==> src/motor_startup_params.svh <==
// Offsets, field positions and reset values of the startup configuration registers
`ifndef MOTOR_STARTUP_PARAMS_SVH
`define MOTOR_STARTUP_PARAMS_SVH

// Register offsets on the configuration port
`define STARTUP_A_OFFSET 8'h84
`define STARTUP_B_OFFSET 8'h86

// Reset values
`define STARTUP_A_RESET 32'h00000000
`define STARTUP_B_RESET 32'h00000000

// First register fields
`define PD_THR_MSB 13
`define PD_THR_LSB 9
`define PD_RELEASE_BIT 8
`define PD_ADV_MSB 7
`define PD_ADV_LSB 6
`define PD_REPEAT_MSB 5
`define PD_REPEAT_LSB 4
`define OL_SRC_BIT 3
`define RAMPDOWN_BIT 2
`define ACTIVE_BRAKE_BIT 1
`define REV_SELECT_BIT 0

// Second register fields
`define OL_LIMIT_MSB 30
`define OL_LIMIT_LSB 27

// Last legal codes of the two current tables
`define PD_THR_LAST_CODE 5'h11
`define OL_LIMIT_LAST_CODE 5'h0D

// Advance angle step in degrees
`define PD_ADV_STEP_DEG 7'h1E

`endif

==> src/motor_startup_pkg.sv <==
// Shared types of the startup configuration block
package motor_startup_pkg;

   // Currents are carried in microamps
   typedef logic [22:0] current_ua_t;

   // Which current table a decoder holds
   typedef enum logic [1:0] {
      TABLE_PD_THRESHOLD = 2'b01,
      TABLE_OL_LIMIT = 2'b10
   } table_sel_t;

   typedef logic [4:0] current_code_t;

endpackage

==> src/current_lut_if.sv <==
// Code in, current and reserved flag out, between the bank and its table decoders
`timescale 1ns/10ps
interface current_lut_if;
   import motor_startup_pkg::*;
   current_code_t code;
   current_ua_t current_ua;
   logic reserved;

   modport bank (output code, input current_ua, input reserved);
   modport table_side (input code, output current_ua, output reserved);
endinterface

==> src/motor_startup_config_regs.sv <==
// Startup configuration registers of the sensorless motor controller
//
// Operation
// - Threshold codes 0h-11h map 0.15625A-5A, rest reserved
// - Release bit 0 brakes, 1 tristates phases
// - Advance code selects 0/30/60/90 degrees
// - Repeat code runs detection 1-4 times, averaged above one run
// - Source bit selects dedicated or general limit
// - Ramp bit enables torque current ramp-down
// - Active braking only while enable bit set
// - During reverse drive, select bit picks forward or reverse parameters
// - Second register at 86h, resets zero
// - Limit codes 0h-Dh map 0.078125A-3.75A, rest reserved
// - First register at 84h, resets zero
`timescale 1ns/10ps
`include "motor_startup_params.svh"
module motor_startup_config_regs
   import motor_startup_pkg::*;
(
   // Clock and reset
   input wire logic clock,
   input wire logic rstn,
   // Configuration port from the serial interface
   input wire logic [7:0] cfg_addr,
   input wire logic cfg_write,
   input wire logic [31:0] cfg_wdata,
   input wire logic cfg_read,
   output logic [31:0] cfg_rdata,
   output logic cfg_rvalid,
   // Operating context from the control loop
   input wire logic [22:0] general_current_limit,
   input wire logic [22:0] reverse_open_loop_limit,
   input wire logic [3:0] fwd_accel_coeff_linear,
   input wire logic [3:0] fwd_accel_coeff_quadratic,
   input wire logic [3:0] rev_accel_coeff_linear,
   input wire logic [3:0] rev_accel_coeff_quadratic,
   input wire logic reverse_drive_active,
   // Position detection settings
   output logic [22:0] position_detect_current_threshold,
   output logic position_detect_threshold_reserved,
   output logic release_brake,
   output logic release_tristate,
   output logic [6:0] position_detect_advance,
   output logic [2:0] position_detect_runs,
   output logic position_detect_average,
   // Open-loop and braking settings
   output logic [22:0] open_loop_current_limit,
   output logic open_loop_limit_reserved,
   output logic [3:0] accel_coeff_linear,
   output logic [3:0] accel_coeff_quadratic,
   output logic torque_current_rampdown_enable,
   output logic active_brake_enable
);

   ////////////////////////////////////////////////////////////////////////////
   // Register storage and configuration port

   logic [31:0] motor_startup_config_a_reg;
   logic [31:0] motor_startup_config_a_next;
   logic [31:0] motor_startup_config_b_reg;
   logic [31:0] motor_startup_config_b_next;
   logic [31:0] rdata_reg;
   logic [31:0] rdata_next;
   logic rvalid_reg;
   logic rvalid_next;

   // Write decode; every bit is plain read/write, reserved bit included
   always_comb begin
      motor_startup_config_a_next = motor_startup_config_a_reg;
      motor_startup_config_b_next = motor_startup_config_b_reg;
      if (cfg_write) begin
         if (cfg_addr == `STARTUP_A_OFFSET) begin
            motor_startup_config_a_next = cfg_wdata;
         end
         if (cfg_addr == `STARTUP_B_OFFSET) begin
            motor_startup_config_b_next = cfg_wdata;
         end
      end
   end

   // Read decode; unmapped offsets answer zero rather than stalling
   always_comb begin
      rdata_next = rdata_reg;
      rvalid_next = cfg_read;
      if (cfg_read) begin
         unique case (cfg_addr)
            `STARTUP_A_OFFSET: rdata_next = motor_startup_config_a_reg;
            `STARTUP_B_OFFSET: rdata_next = motor_startup_config_b_reg;
            default: rdata_next = 32'h00000000;
         endcase
      end
   end

   always_ff @(posedge clock or negedge rstn) begin
      if (!rstn) begin
         motor_startup_config_a_reg <= `STARTUP_A_RESET;
         motor_startup_config_b_reg <= `STARTUP_B_RESET;
         rdata_reg <= 32'h00000000;
         rvalid_reg <= 1'b0;
      end else begin
         motor_startup_config_a_reg <= motor_startup_config_a_next;
         motor_startup_config_b_reg <= motor_startup_config_b_next;
         rdata_reg <= rdata_next;
         rvalid_reg <= rvalid_next;
      end
   end

   assign cfg_rdata = rdata_reg;
   assign cfg_rvalid = rvalid_reg;

   ////////////////////////////////////////////////////////////////////////////
   // Current tables

   current_lut_if threshold_lut ();
   current_lut_if limit_lut ();

   assign threshold_lut.code = motor_startup_config_a_reg[`PD_THR_MSB:`PD_THR_LSB];
   // limit code to current, padded to table width
   assign limit_lut.code = {1'b0, motor_startup_config_b_reg[`OL_LIMIT_MSB:`OL_LIMIT_LSB]};

   current_code_lut #(
      .TABLE(TABLE_PD_THRESHOLD)
   ) u_threshold_lut (
      .clock(clock),
      .rstn(rstn),
      .lut(threshold_lut.table_side)
   );

   current_code_lut #(
      .TABLE(TABLE_OL_LIMIT)
   ) u_limit_lut (
      .clock(clock),
      .rstn(rstn),
      .lut(limit_lut.table_side)
   );

   ////////////////////////////////////////////////////////////////////////////
   // Decoded settings

   logic [22:0] threshold_reg;
   logic [22:0] threshold_next;
   logic threshold_rsv_reg;
   logic threshold_rsv_next;
   logic brake_reg;
   logic brake_next;
   logic tristate_reg;
   logic tristate_next;
   logic [6:0] advance_reg;
   logic [6:0] advance_next;
   logic [2:0] runs_reg;
   logic [2:0] runs_next;
   logic average_reg;
   logic average_next;
   logic [22:0] ol_limit_reg;
   logic [22:0] ol_limit_next;
   logic ol_rsv_reg;
   logic ol_rsv_next;
   logic [3:0] coeff_lin_reg;
   logic [3:0] coeff_lin_next;
   logic [3:0] coeff_quad_reg;
   logic [3:0] coeff_quad_next;
   logic rampdown_reg;
   logic rampdown_next;
   logic brake_en_reg;
   logic brake_en_next;
   logic [1:0] adv_code;
   logic [1:0] repeat_code;
   logic use_reverse;

   assign adv_code = motor_startup_config_a_reg[`PD_ADV_MSB:`PD_ADV_LSB];
   assign repeat_code = motor_startup_config_a_reg[`PD_REPEAT_MSB:`PD_REPEAT_LSB];
   assign use_reverse = reverse_drive_active & motor_startup_config_a_reg[`REV_SELECT_BIT];

   // Field decode; the table outputs are already one cycle behind the register
   always_comb begin
      threshold_next = threshold_lut.current_ua;
      threshold_rsv_next = threshold_lut.reserved;
      brake_next = ~motor_startup_config_a_reg[`PD_RELEASE_BIT];
      tristate_next = motor_startup_config_a_reg[`PD_RELEASE_BIT];
      advance_next = 7'(adv_code * `PD_ADV_STEP_DEG);
      runs_next = 3'(repeat_code) + 3'h1;
      average_next = (repeat_code != 2'h0);
      ol_rsv_next = 1'b0;
      if (use_reverse) begin
         ol_limit_next = reverse_open_loop_limit;
      end else if (motor_startup_config_a_reg[`OL_SRC_BIT]) begin
         ol_limit_next = general_current_limit;
      end else begin
         // dedicated field and its reserved codes
         ol_limit_next = limit_lut.current_ua;
         ol_rsv_next = limit_lut.reserved;
      end
      coeff_lin_next = use_reverse ? rev_accel_coeff_linear : fwd_accel_coeff_linear;
      coeff_quad_next = use_reverse ? rev_accel_coeff_quadratic : fwd_accel_coeff_quadratic;
      rampdown_next = motor_startup_config_a_reg[`RAMPDOWN_BIT];
      brake_en_next = motor_startup_config_a_reg[`ACTIVE_BRAKE_BIT];
   end

   // Settings registers; all but the two currents and the two coefficients come up in the zero-register state, those four come up at zero
   always_ff @(posedge clock or negedge rstn) begin
      if (!rstn) begin
         threshold_reg <= 23'h000000;
         threshold_rsv_reg <= 1'b0;
         brake_reg <= 1'b1;
         tristate_reg <= 1'b0;
         advance_reg <= 7'h00;
         runs_reg <= 3'h1;
         average_reg <= 1'b0;
         ol_limit_reg <= 23'h000000;
         ol_rsv_reg <= 1'b0;
         coeff_lin_reg <= 4'h0;
         coeff_quad_reg <= 4'h0;
         rampdown_reg <= 1'b0;
         brake_en_reg <= 1'b0;
      end else begin
         threshold_reg <= threshold_next;
         threshold_rsv_reg <= threshold_rsv_next;
         brake_reg <= brake_next;
         tristate_reg <= tristate_next;
         advance_reg <= advance_next;
         runs_reg <= runs_next;
         average_reg <= average_next;
         ol_limit_reg <= ol_limit_next;
         ol_rsv_reg <= ol_rsv_next;
         coeff_lin_reg <= coeff_lin_next;
         coeff_quad_reg <= coeff_quad_next;
         rampdown_reg <= rampdown_next;
         brake_en_reg <= brake_en_next;
      end
   end

   assign position_detect_current_threshold = threshold_reg;
   assign position_detect_threshold_reserved = threshold_rsv_reg;
   assign release_brake = brake_reg;
   assign release_tristate = tristate_reg;
   assign position_detect_advance = advance_reg;
   assign position_detect_runs = runs_reg;
   assign position_detect_average = average_reg;
   assign open_loop_current_limit = ol_limit_reg;
   assign open_loop_limit_reserved = ol_rsv_reg;
   assign accel_coeff_linear = coeff_lin_reg;
   assign accel_coeff_quadratic = coeff_quad_reg;
   assign torque_current_rampdown_enable = rampdown_reg;
   assign active_brake_enable = brake_en_reg;

endmodule

==> src/current_code_lut.sv <==
// Registered lookup of a field code into a current in microamps
`timescale 1ns/10ps
`include "motor_startup_params.svh"
module current_code_lut
   import motor_startup_pkg::*;
#(
   parameter table_sel_t TABLE = TABLE_PD_THRESHOLD
) (
   // Clock and reset
   input wire logic clock,
   input wire logic rstn,
   // Lookup port
   current_lut_if.table_side lut
);

   current_ua_t current_reg;
   current_ua_t current_next;
   logic reserved_reg;
   logic reserved_next;

   // Table lookup; reserved codes give zero current and raise the flag
   always_comb begin
      current_next = 23'h000000;
      reserved_next = 1'b0;
      if (TABLE == TABLE_PD_THRESHOLD) begin
         unique case (lut.code)
            5'h00: current_next = 23'h02625A;
            5'h01: current_next = 23'h04C4B4;
            5'h02: current_next = 23'h072420;
            5'h03: current_next = 23'h098968;
            5'h04: current_next = 23'h0BEBC2;
            5'h05: current_next = 23'h0E4E1C;
            5'h06: current_next = 23'h1312D0;
            5'h07: current_next = 23'h17D784;
            5'h08: current_next = 23'h1C9C38;
            5'h09: current_next = 23'h22F538;
            5'h0A: current_next = 23'h2625A0;
            5'h0B: current_next = 23'h2C7EA0;
            5'h0C: current_next = 23'h2FAF08;
            5'h0D: current_next = 23'h32DB88;
            5'h0E: current_next = 23'h393870;
            5'h0F: current_next = 23'h3F9170;
            5'h10: current_next = 23'h45EE58;
            5'h11: current_next = 23'h4C4B40;
            default: reserved_next = 1'b1;
         endcase
      end else begin
         unique case (lut.code)
            5'h00: current_next = 23'h01312D;
            5'h01: current_next = 23'h02625A;
            5'h02: current_next = 23'h04C4B4;
            5'h03: current_next = 23'h098968;
            5'h04: current_next = 23'h0E4E1C;
            5'h05: current_next = 23'h1312D0;
            5'h06: current_next = 23'h17D784;
            5'h07: current_next = 23'h1C9C38;
            5'h08: current_next = 23'h2160EC;
            5'h09: current_next = 23'h2625A0;
            5'h0A: current_next = 23'h2AEA54;
            5'h0B: current_next = 23'h2FAF08;
            5'h0C: current_next = 23'h3473BC;
            5'h0D: current_next = 23'h393870;
            default: reserved_next = 1'b1;
         endcase
      end
   end

   // Output registers
   always_ff @(posedge clock or negedge rstn) begin
      if (!rstn) begin
         current_reg <= 23'h000000;
         reserved_reg <= 1'b0;
      end else begin
         current_reg <= current_next;
         reserved_reg <= reserved_next;
      end
   end

   assign lut.current_ua = current_reg;
   assign lut.reserved = reserved_reg;

endmodule

==> config.mk <==
export PLATFORM = sky130hd
export DESIGN_NAME = motor_startup_config_regs
export DESIGN_NICKNAME = d
export VERILOG_FILES = /design/src/motor_startup_pkg.sv /design/src/current_lut_if.sv /design/src/motor_startup_config_regs.sv /design/src/current_code_lut.sv
export VERILOG_INCLUDE_DIRS = /design/src /design/src/src
export SDC_FILE = /design/constraint.sdc
export NUM_CORES = 1
export LEC_CHECK = 0
export CAP_MARGIN = 30
export CORE_ASPECT_RATIO = 1.5
export CORE_MARGIN = 1
export CORE_UTILIZATION = 50
export DETAILED_ROUTE_END_ITERATION = 10
export DONT_BUFFER_PORTS = 1
export PLACE_DENSITY = 0.68
export SYNTH_ARGS = -nofsm -noshare
export SYNTH_HDL_FRONTEND = slang
export SYNTH_SLANG_ARGS = --single-unit
==> constraint.sdc <==
create_clock -name clock -period 1.5 [get_ports clock]
set_clock_uncertainty 0.1 [all_clocks]
set_input_delay 0.15 -clock clock [delete_from_list [all_inputs] [get_ports clock]]
set_output_delay 0.15 -clock clock [all_outputs]
set_load 0.01 [all_outputs]
=== Word-level counts from Yosys, hierarchy flattened ===
Cells that the tools add are included.

* Input bits: 107
* Logic and storage cells: 75
* Output and inout port bits: 104
* Bits in registers: 214

* Multiply operators: 1
* Bitwise logic cells: 2
* Add/sub/neg operators: 1
* Mux-type cells: 11
* Reduce and logical (&&, ||, !) cells: 7
* Eq/ne operators: 32

{| class="wikitable"
|+ Operators by type and width
! kind !! number
|-
| $pmux W23 S18 || 1
|-
| $pmux W22 S14 || 1
|-
| $pmux W32 S2 || 1
|-
| $mux W23 || 2
|-
| $eq A5 B4 Y1 const B || 8
|-
| $eq A4 B4 Y1 const B || 6
|-
| $eq A5 B3 Y1 const B || 4
|-
| $reduce_or A18 Y1 || 1
|-
| $eq A4 B3 Y1 const B || 4
|-
| $eq A8 B8 Y1 const B || 2
|-
| $reduce_or A14 Y1 || 1
|-
| $eq A5 B2 Y1 const B || 2
|-
| $eq A5 B5 Y1 const B || 2
|-
| $logic_not A5 Y1 || 2
|-
| $eq A4 B2 Y1 const B || 2
|-
| $mux W4 || 2
|-
| $mul A2 B4 Y6 const B || 1
|-
| $eq A5 B1 Y1 const B || 1
|-
| $eq A4 B1 Y1 const B || 1
|-
| $mux W1 || 4
|-
| $reduce_and A2 Y1 || 2
|-
| $add A2 B1 Y3 const B || 1
|-
| $reduce_bool A2 Y1 || 1
|-
| $and A1 B1 Y1 || 1
|-
| $not A1 Y1 || 1
|}

=== Logic depth before layout (Yosys ltp) ===
Gate-level depths: netlist of run 1.

* Depth in word-level cells: 3
* Gate-level depth with buffers: 7
* Depth with buffers taken out: 6

=== By module ===
A second synthesis of run 1 with hierarchy kept.

* Cell total of the unflattened synthesis: 712
* Area, all modules: 8,841.0 µm²

{| class="wikitable"
|+ Modules (own cells, without submodules)
! module !! seq. area each (µm²) !! instances !! area each (µm²) !! cells each
|-
| motor_startup_config_regs || 4,156.5 || 1 || 6,526.3 || 485
|-
| current_code_lut (u_threshold_lut) || 575.6 || 1 || 1,226.2 || 121
|-
| current_code_lut (u_limit_lut) || 550.5 || 1 || 1,088.5 || 106
|}

=== Worst setup path after synthesis of run 1 ===
Ideal clock, no wire load.

* Path kind: reg2reg
* Start: register motor_startup_config_a_reg[0]
* End: register ol_limit_reg[12], in the netlist open_loop_current_limit[12]
* Arrival: 1,272 ps
* Stages on the path, launching flop included: 5
* Library setup time: 137 ps
* Path buffers: 2
* Slack: -9 ps
* Period minus slack after synthesis: 1,509 ps
* Cells stage by stage: dfrtp_1 -> nand2_1 -> clkbuf_1 -> buf_1 -> a21oi_1

* Longest elaborated chain between the ends: 2

{| class="wikitable"
|+ RTL lines
! item !! RTL line !! RTL
|-
| start: declaration || motor_startup_config_regs.sv:58 || <nowiki>logic [31:0] motor_startup_config_a_reg;</nowiki>
|-
| start signal: assignment || motor_startup_config_regs.sv:96 || <nowiki>motor_startup_config_a_reg <= `STARTUP_A_RESET;</nowiki>
|-
| start signal: assignment || motor_startup_config_regs.sv:101 || <nowiki>motor_startup_config_a_reg <= motor_startup_config_a_next;</nowiki>
|-
| $and A1 B1 Y1 || motor_startup_config_regs.sv:172 || <nowiki>assign use_reverse = reverse_drive_active & motor_startup_config_a_reg[`REV_SELECT_BIT];</nowiki>
|-
| $mux W23 || motor_startup_config_regs.sv:184 || <nowiki>if (use_reverse) begin</nowiki>
|-
| via ol_limit_next[12] || motor_startup_config_regs.sv:155 || <nowiki>logic [22:0] ol_limit_next;</nowiki>
|-
| end signal: assignment || motor_startup_config_regs.sv:223 || <nowiki>ol_limit_reg <= ol_limit_next;</nowiki>
|-
| end: declaration || motor_startup_config_regs.sv:154 || <nowiki>logic [22:0] ol_limit_reg;</nowiki>
|}

The timed path passes the listed nets, and every way through them passes these cells.
A chain may end at the register's enable or synchronous reset.

=== Final worst setup path of run 1 ===
* Start: register motor_startup_config_b_reg[27]
* End: register u_limit_lut.current_reg[10], in the netlist u_limit_lut.lut.current_ua[10]

* Longest elaborated chain between the ends: 2
* Elaborated cells between the ends (all ways): 15
* Those cells by class: eq/ne: 13; mux: 1; reduce/logical: 1

{| class="wikitable"
|+ RTL lines
! item !! RTL line !! RTL
|-
| start: declaration || motor_startup_config_regs.sv:60 || <nowiki>logic [31:0] motor_startup_config_b_reg;</nowiki>
|-
| start signal: assignment || motor_startup_config_regs.sv:97 || <nowiki>motor_startup_config_b_reg <= `STARTUP_B_RESET;</nowiki>
|-
| start signal: assignment || motor_startup_config_regs.sv:102 || <nowiki>motor_startup_config_b_reg <= motor_startup_config_b_next;</nowiki>
|-
| $eq A4 B4 Y1 (tied with other cells) || current_code_lut.sv:48 || <nowiki>unique case (lut.code)</nowiki>
|-
| $pmux W22 S14 * || current_code_lut.sv:48 ||
|-
| via u_limit_lut.current_next[10] || current_code_lut.sv:17 || <nowiki>current_ua_t current_next;</nowiki>
|-
| end signal: assignment || current_code_lut.sv:74 || <nowiki>current_reg <= current_next;</nowiki>
|-
| end: declaration || current_code_lut.sv:16 || <nowiki>current_ua_t current_reg;</nowiki>
|}

Mark *: on every way through the listed nets, which the timed path passes. The rest lies on a longest branch.

==> out/qor.txt, run 1 <==
Status: finished, violations left
Failing checks: hold timing
Dpl cell area: 0.009170 mm2
DR WL/cell: 18.43 um
Maxcap violations: 0
DIE AREA: 0.01809 mm2
CTS sink cnt: 210
Crit Path Class: flip-flop to flip-flop
Drt initial violations: 327
Initial antenna violation count: 2
DRC: 0
F_max: 701.4 MHz
Final #Nets: 933
Setup violators final: 0
#FFs+latches synth: 210
# rows: 59
Worst-path clk slew: 0.06 ns
Post-synthesis async set-or-reset flop share: 100.0%
Area Growth Syn to Fin: 24.12%
Final period util: 95.05%
Unrepaired setup endpoints after global routing: no
Chip height: 164.2 um
Mapped Area: 0.008773 mm2
Detail Route Antenna Nets: 0
Post-layout minimum cycle time: 1.426 ns
Critical path endpoint category: flip-flop
Peak supply drop: 977.5 uV
GP Congestion: 0.8733
Avg Cell Area, Syn: 12.34 um2
PD cells: 1139 mW/mm2
CTS tree: built
Die width: 110.2 um
Vias post-DR: 5687
Final worst setup slack: 0.07432 ns
Design Area, Final: 0.01089 mm2
Fin Hold WS: -0.7407 ns
P_leak: 5.064 nW
Main synth FF type: dfrtp_1
Post-synth EDFFs: 0
Final Max Slew Viols: 0
Vias in the first global route: 6007
First-pass DRT Iterations: 4
CP arrival: 1.70 ns
Area of the multi-input gates: 0.003110 mm2
CTS root buf: clkbuf_16
First-pass GRT wire length: 30100 um
Core Region: 0.01727 mm2
CTS H-tree lvls: 1
Reg area: 0.005264 mm2
Ports: 211
Clock Tree Buf Depth: 3
Netlist cell types: 51
Final Hold Vio Count: 210
Cells after synthesis: 711
Fillcell total: 1284
Gr ovfl total: 0
Seq/Total Area, Yosys: 59.93%
Yosys Warn Count: 0
Total CTS buffers: 19
Critical Path RT: 1.77 ns
Final wirelength: 19330 um
HPWL after DPL: 12010 um
Pre-CTS setup slack: -0.07926 ns
Worst-path maximum fanout: 12
Port Buffer Count: 0
Total GRT Usage: 21.41%
Via density: 5.421
Initial Util: 50.79%
Largest net degree at the start of global routing: 211
Layout cells sized above 1: 23.02%
Worst-Skew Late Latency: 0.49 ns
HP Class: input port to async pin
Post-CTS setup buffers: 0
CP Launch Type: flip-flop
==> placed cells by master, fill, tap and decap left out, types with 8 or more instances in the layout <==
cell type / instances
dfrtp_1: 203
dlygate4sd3_1: 99
nand2_1: 61
mux2_4: 60
inv_1: 43
nor2_1: 43
a21oi_1: 43
mux2_2: 38
o22ai_1: 36
buf_4: 33
o21ai_0: 26
mux2i_1: 20
clkbuf_16: 19
buf_12: 8
==> Yosys cell counts, types with 2 or more instances <==
cell type | n | share of area, %
o31a_1 | 2 | 0.20
a21oi_1 | 44 | 2.5
nand2b_1 | 6 | 0.43
clkbuf_1 | 26 | 1.1
a31oi_1 | 3 | 0.21
inv_1 | 43 | 1.8
o21a_1 | 2 | 0.17
nand3_1 | 5 | 0.29
o211ai_1 | 3 | 0.26
xnor2_1 | 4 | 0.40
a211oi_1 | 5 | 0.43
buf_1 | 9 | 0.39
dfrtp_1 | 208 | 59
mux2_2 | 38 | 4.9
nor3_1 | 4 | 0.23
buf_2 | 7 | 0.40
o22ai_1 | 36 | 2.6
o21ai_0 | 27 | 1.5
and3_1 | 2 | 0.14
nand3b_1 | 3 | 0.26
mux2i_1 | 20 | 2.3
ha_1 | 5 | 0.71
dfstp_2 | 2 | 0.60
buf_6 | 6 | 0.77
nor2_1 | 44 | 1.9
buf_4 | 5 | 0.43
nand2_1 | 62 | 2.7
mux2_4 | 60 | 10
a221oi_1 | 2 | 0.20
nor2b_1 | 7 | 0.50
==> timing repair <==
item,4_1_cts,5_1_grt
cloned,0,0
endpoints found under the hold margin,338,220
endpoints found under the setup margin,2,13
resized for setup,2,12
hold buffers,100,1
==> metal layers <==
metal | share of wire, % | global-route usage [%]
met5 | 0 | 0
met4 | 3.4 | 8.971
met3 | 5.9 | 3.849
met2 | 52 | 37.93
met1 | 39 | 25.10
==> stage by stage <==
| step | power (mW) | std cells | TNS [ns] | util, % |
|---|---|---|---|---|
| after floorplan | 6.976 | 712 | 0 | - |
| after detailed placement | 7.169 | 913 | -3.939 | 53.09 |
| after global routing | 12.86 | 1049 | 0 | 63.04 |
| final | 12.41 | 1049 | 0 | 63.04 |
| after CTS | 12.50 | 1047 | 0 | 62.82 |
| after global placement | 7.133 | 913 | -1.795 | 53.09 |
==> final cells by class <==
type	instances	share of cell area (%)
Antenna cell	2	0.04596
Clock buffer	26	5.067
Clock inverter	8	0.9077
Inverter	44	1.528
Multi-Input combinational cell	405	28.56
Sequential cell	210	48.34
Tap cell	213	2.447
Timing Repair Buffer	141	13.10
==> kinds of logic after synthesis <==
group	after synthesis	share of synthesized area (%)
AOI/OAI and AO/OA	134	9.070
xor gates and xnor gates	4	0.3993
adders and majority gates	5	0.7131
buffers and inverters	97	4.977
DFF	210	59.93
muxes	118	17.43
other	1	0.04274
and+or+nand+nor	142	7.445
==> power breakdown <==
part | internal (mW) | total (mW) | leakage (nW) | switching [mW]
Sequential | 6.05 | 6.32 | 2.72 | 0.275
Combinational | 0.598 | 1.06 | 2.03 | 0.464
Clock | 2.94 | 5.02 | 0.317 | 2.09
==> critical path, cell delays in order (launching register included) <==
cell,delay [ns]
dfrtp_1,0.49
buf_4,0.23
a21oi_1,0.19
a21oi_1,0.06
o21ai_0,0.25
==> path summary, 6_finish.rpt <==
path                                                   startpoint                              endpoint  slack (ns)  depth (start not counted)
worst min register to register  u_threshold_lut.lut.current_ua[9]  position_detect_current_threshold[9]        0.25                          0
worst max register to register     motor_startup_config_b_reg[27]        u_limit_lut.lut.current_ua[10]        0.07                          4
min in group clock                                    cfg_addr[3]                         cfg_rdata[19]        0.02                          4
worst min-delay path                                         rstn  position_detect_current_threshold[5]       -0.74                          0
worst max-delay path               motor_startup_config_b_reg[27]        u_limit_lut.lut.current_ua[10]        0.07                          4
max in group asynchronous                                    rstn               position_detect_runs[0]        1.81                          0
No activity file was read; power rests on OpenSTA's default activity.
==> run 2, diff against run 1 <==
--- a/config.mk
+++ b/config.mk
@@ -13,6 +13,7 @@
 export DETAILED_ROUTE_END_ITERATION = 10
 export DONT_BUFFER_PORTS = 1
 export PLACE_DENSITY = 0.68
+export RECOVER_POWER = 50
 export SYNTH_ARGS = -nofsm -noshare
 export SYNTH_HDL_FRONTEND = slang
 export SYNTH_SLANG_ARGS = --single-unit
==> run 2 against run 1 <==
Net effect: the flow still finishes with violations (hold timing); die area unchanged; core utilization down 0.14 points; worst setup slack hardly changed; first-iteration DRC count unchanged; cell count unchanged; routed wire length hardly changed; cell area shrank 0.22%; non-clock buffer count unchanged; total power about the same.
==> out/qor.txt, run 2 (synthesized netlist as in run 1, its figures left out) <==
Status: finished, violations left
Failing checks: hold timing
First-pass DRT Iterations: 4
Commonest non-fill, non-tap cell in the layout: dfrtp_1
CTS root buf: clkbuf_16
Drt initial violations: 327
CTS H-tree lvls: 1
Setup violators final: 0
Top Usage Layer GRT: met2
Core Region: 0.01727 mm2
Headroom to the max-slew limit: 55.27%
Design Area, Final: 0.01087 mm2
Critical Path, Cell by Cell: buf_4 > a21oi_1 > a21oi_1 > o21ai_0
DRC: 0
Worst-path maximum fanout: 12
Detail Route Antenna Nets: 0
Worst r2r src: motor_startup_config_b_reg[27]
Final wirelength: 19330 um
Ports: 211
P_leak: 5.052 nW
DIE AREA: 0.01809 mm2
Non-filler instance count after layout: 1049
Post-Place Cells: 913
Crit path largest cell delay: 0.49 ns
Area of the multi-input gates: 0.003110 mm2
Fin Hold WS: -0.7407 ns
Met3 global-route usage: 3.849%
Die width: 110.2 um
Final period util: 95.05%
Total CTS buffers: 19
Final #Nets: 933
CP arrival: 1.70 ns
Critical path endpoint category: flip-flop
Port Buffer Count: 0
Layout cells sized above 1: 22.90%
Commonest non-fill, non-tap cells in the layout: dfrtp_1, dlygate4sd3_1, nand2_1
F_max: 701.4 MHz
Clock Tree Buf Depth: 3
CTS sink cnt: 210
Post-layout minimum cycle time: 1.426 ns
Via density: 5.421
Cell mode on critical path: a21oi_1
Fillcell total: 1287
CP Launch Type: flip-flop
Final Max Slew Viols: 0
Final setup TNS: 0 ns
Crit path launch: motor_startup_config_b_reg[27]
DR WL/cell: 18.43 um
Slowest cell on crit path: dfrtp_1
Grt met2 use: 37.93%
Gr ovfl total: 0
Vias post-DR: 5687
Reg area: 0.005264 mm2
Worst-Skew Late Latency: 0.49 ns
HP Class: input port to async pin
Peak supply drop: 977.5 uV
Largest net degree at the start of global routing: 211
Chip height: 164.2 um
CTS tree: built
Initial Util: 50.79%
First-pass GRT wire length: 30100 um
Vias in the first global route: 6007
GP Congestion: 0.8733
Critical Path RT: 1.77 ns
Unrepaired setup endpoints after global routing: no
Area Growth Syn to Fin: 23.84%
Worst-path clk slew: 0.06 ns
Final Hold Vio Count: 210
# rows: 59
HPWL after DPL: 12010 um
Slew @ Worst Pin: 0.6710 ns
Crit Path Class: flip-flop to flip-flop
Maxcap violations: 0
PD cells: 1141 mW/mm2
Total GRT Usage: 21.41%
Dpl cell area: 0.009170 mm2
GR Layer Usage met1: 25.10%
Initial antenna violation count: 2
run 2: changes by cell type in the layout (fill, tap and decap cells not counted), sizes merged:
cell    delta
buf        -2
clkbuf     +2
run 2: cell type report:
class                           count  area share (%)
Antenna cell                        2         0.04606
Clock buffer                       26           5.078
Clock inverter                      8          0.9097
Inverter                           44           1.532
Multi-Input combinational cell    405           28.63
Sequential cell                   210           48.45
Tap cell                          213           2.453
Timing Repair Buffer              141           12.91
run 2: final timing paths:
path	end	slack, ns	cells past startpoint
hold / removal	position_detect_current_threshold[5]	-0.74	0
hold reg to reg	position_detect_current_threshold[9]	0.25	0
setup / recovery	u_limit_lut.lut.current_ua[10]	0.07	4
max in group asynchronous	position_detect_runs[0]	1.81	0
min in group clock	cfg_rdata[19]	0.02	4
setup reg to reg	u_limit_lut.lut.current_ua[10]	0.07	4
run 2: routing by layer:
layer	up-vias	part of all wire, %
li1	2640	-
met1	2780	39
met2	217	52
met3	50	5.9
met4	0	3.4
met5	-	0
run 2: timing repair:
| action | 4_1_cts | 5_1_grt |
|---|---|---|
| hold buffers | 100 | 1 |
| gates cloned | 0 | 0 |
| resized for setup | 2 | 12 |
| setup buffers | 0 | 0 |
| endpoints found under the setup margin | 2 | 13 |
| endpoints found under the hold margin | 338 | 220 |
run 2: critical path: cells and delay by family, from the launching register on:
kind	cells	cell delay, ns
compound gates	3	0.50
buf+inv	1	0.23
flops	1	0.49
run 2: through the flow:
stage          setup WS (ns)  total power, mW  utilization [%]  hold WS (ns)
2_1_floorplan        0.01596            6.976                -       -0.2456
3_5_place_dp        -0.07926            7.169            53.09       -0.2421
4_1_cts             0.007902            12.50            62.82       -0.7628
6_report             0.07432            12.40            62.90       -0.7407
3_3_place_gp        -0.04123            7.133            53.09       -0.2417
5_1_grt             0.002068            12.85            62.90       -0.7621
run 2: power by group:
part	switching (mW)	internal (mW)	total, mW	leakage [nW]
logic	0.462	0.591	1.05	2.01
registers	0.275	6.05	6.32	2.72
clock network	2.09	2.94	5.02	0.317
total	2.82	9.57	12.4	5.05
==> run 3, diff against run 2 <==
--- a/config.mk
+++ b/config.mk
@@ -9,10 +9,9 @@
 export CAP_MARGIN = 30
 export CORE_ASPECT_RATIO = 1.5
 export CORE_MARGIN = 1
-export CORE_UTILIZATION = 50
+export CORE_UTILIZATION = 45
 export DETAILED_ROUTE_END_ITERATION = 10
 export DONT_BUFFER_PORTS = 1
-export PLACE_DENSITY = 0.68
 export RECOVER_POWER = 50
 export SYNTH_ARGS = -nofsm -noshare
 export SYNTH_HDL_FRONTEND = slang
==> run 3 against run 2 <==
Net effect: the flow still finishes with violations (hold timing); global-route usage shrank 1.7 points; first-iteration DRC count shrank 5.5%; sequential share of layout area shrank 0.69 points; clock power grew 16%; total power grew 6.3%; combinational power is essentially flat; register-to-register slack lost 0.07 ns.
==> out/qor.txt, run 3 (synthesized netlist as in run 1, its figures left out) <==
Status: finished, violations left
Failing checks: hold timing
Clock network power share: 44.1%
Commonest non-fill, non-tap cells in the layout: dfrtp_1, dlygate4sd3_1, nand2_1
F_max: 670.0 MHz
Register share of total power: 48.0%
Final wirelength: 19410 um
Worst-path clk slew: 0.06 ns
DR WL/cell: 17.76 um
# rows: 62
Comb power frac: 7.9%
Vias post-DR: 5695
Port Buffer Count: 0
Total power: 13.17 mW
CTS root buf: clkbuf_16
Post-layout minimum cycle time: 1.492 ns
Final period util: 99.50%
P_leak: 5.105 nW
Crit Path Class: flip-flop to flip-flop
Maxcap violations: 0
Net switching fraction of the power: 21.29%
Commonest non-fill, non-tap cell in the layout: dfrtp_1
CP arrival: 1.76 ns
Largest net degree at the start of global routing: 211
Worst-path maximum fanout: 3
Peak supply drop: 697.8 uV
Critical path endpoint category: flip-flop
Worst-Skew Late Latency: 0.49 ns
Sw Pwr: 2.805 mW
Setup violators final: 0
Clock Tree Buf Depth: 3
HP Class: input port to async pin
Final setup TNS: 0 ns
HPWL after DPL: 12480 um
Final #Nets: 934
Internal: 10.37 mW
Layout cells sized above 1: 22.37%
Vias in the first global route: 6128
DRC: 0
Slew @ Worst Pin: 0.6974 ns
Final core utilization: 57.50%
Area Growth Syn to Fin: 25.57%
Final Hold Vio Count: 210
Fillcell total: 1538
Via density: 5.210
CTS H-tree lvls: 1
CP Launch Type: flip-flop
Post-CTS setup buffers: 0
CTS sink cnt: 210
Unrepaired setup endpoints after global routing: yes
Initial antenna violation count: 1
Die width: 116.0 um
Initial Util: 45.79%
Total GRT Usage: 19.68%
Drt initial violations: 309
First-pass DRT Iterations: 6
Ports: 211
First-pass GRT wire length: 31280 um
CTS tree: built
Critical Path RT: 1.77 ns
Fin Hold WS: -0.7399 ns
Core Region: 0.01916 mm2
PD cells: 1196 mW/mm2
Detail Route Antenna Nets: 0
DIE AREA: 0.02007 mm2
Chip height: 173.0 um
Headroom to the max-slew limit: 53.51%
Gr ovfl total: 0
Total CTS buffers: 20
GP Congestion: 0.8330
Final Max Slew Viols: 0
==> run 3: cell types whose count changed in the layout (fill, tap and decap cells not counted), sizes merged <==
cell	previous run	this run
bufinv	2	6
diode	2	1
clkinv	4	3
inv	44	43
==> run 3: through the flow <==
step                      instances  worst slack, ns  instance area (um2)  hold slack [ns]
after floorplan                 712          0.01596                 8778          -0.2456
after global placement          955         -0.05618                 9204          -0.2408
after detailed placement        955         -0.08389                 9204          -0.2416
after CTS                      1091          0.03385                11010          -0.7581
after global routing           1093         -0.03334                11020          -0.7650
final                          1093         0.007545                11020          -0.7399
==> run 3: metal layers <==
layer | GRT usage (%) | vias up | part of all wire, %
li1 | - | 2634 | -
met1 | 22.84 | 2811 | 38
met2 | 34.92 | 209 | 52
met3 | 3.891 | 41 | 6.3
met4 | 7.799 | 0 | 3.0
met5 | 0 | - | 0
==> run 3: layout make-up <==
type | instances | area (um2) | area share [%]
antenna | 1 | 2.502 | 0.02271
tap | 256 | 320.3 | 2.907
sequential | 210 | 5261 | 47.76
timing repair buffer | 141 | 1394 | 12.65
inverter | 44 | 168.9 | 1.533
multi-input combinational | 405 | 3093 | 28.08
clock inverter | 10 | 202.7 | 1.840
clock buffer | 26 | 574.3 | 5.213
==> run 3: final timing paths <==
path / slack (ns) / end / depth (start not counted) / start
max: 0.008 / open_loop_current_limit[22] / 4 / motor_startup_config_a_reg[0]
min: -0.74 / accel_coeff_quadratic[1] / 0 / rstn
max reg2reg: 0.008 / open_loop_current_limit[22] / 4 / motor_startup_config_a_reg[0]
min reg2reg: 0.25 / position_detect_current_threshold[21] / 0 / u_threshold_lut.lut.current_ua[21]
max in group asynchronous: 1.56 / motor_startup_config_a_reg[27] / 0 / rstn
min in group clock: 0.04 / cfg_rdata[5] / 5 / cfg_addr[1]
==> run 3: worst max-delay path, cell delays in order, from the launching register on <==
cell	delay [ns]
dfrtp_1	0.44
buf_6	0.16
nand3_1	0.07
dlygate4sd3_1	0.56
nand2_1	0.06
==> run 3: repair_timing <==
item                                    in CTS  in global routing
gates resized for setup                      0                 10
hold endpoints to repair                   338                222
hold buffers                               100                  1
endpoints found under the setup margin       0                 11
==> run 3: power by group through the flow <==
stage	clock [mW]	combinational, mW	sequential [mW]
floorplan	0	0.625	6.35
global route	6.20	1.14	6.37
CTS	5.94	1.03	6.33
global placement	0	0.720	6.42
finish	5.81	1.04	6.33
detailed placement	0	0.744	6.43
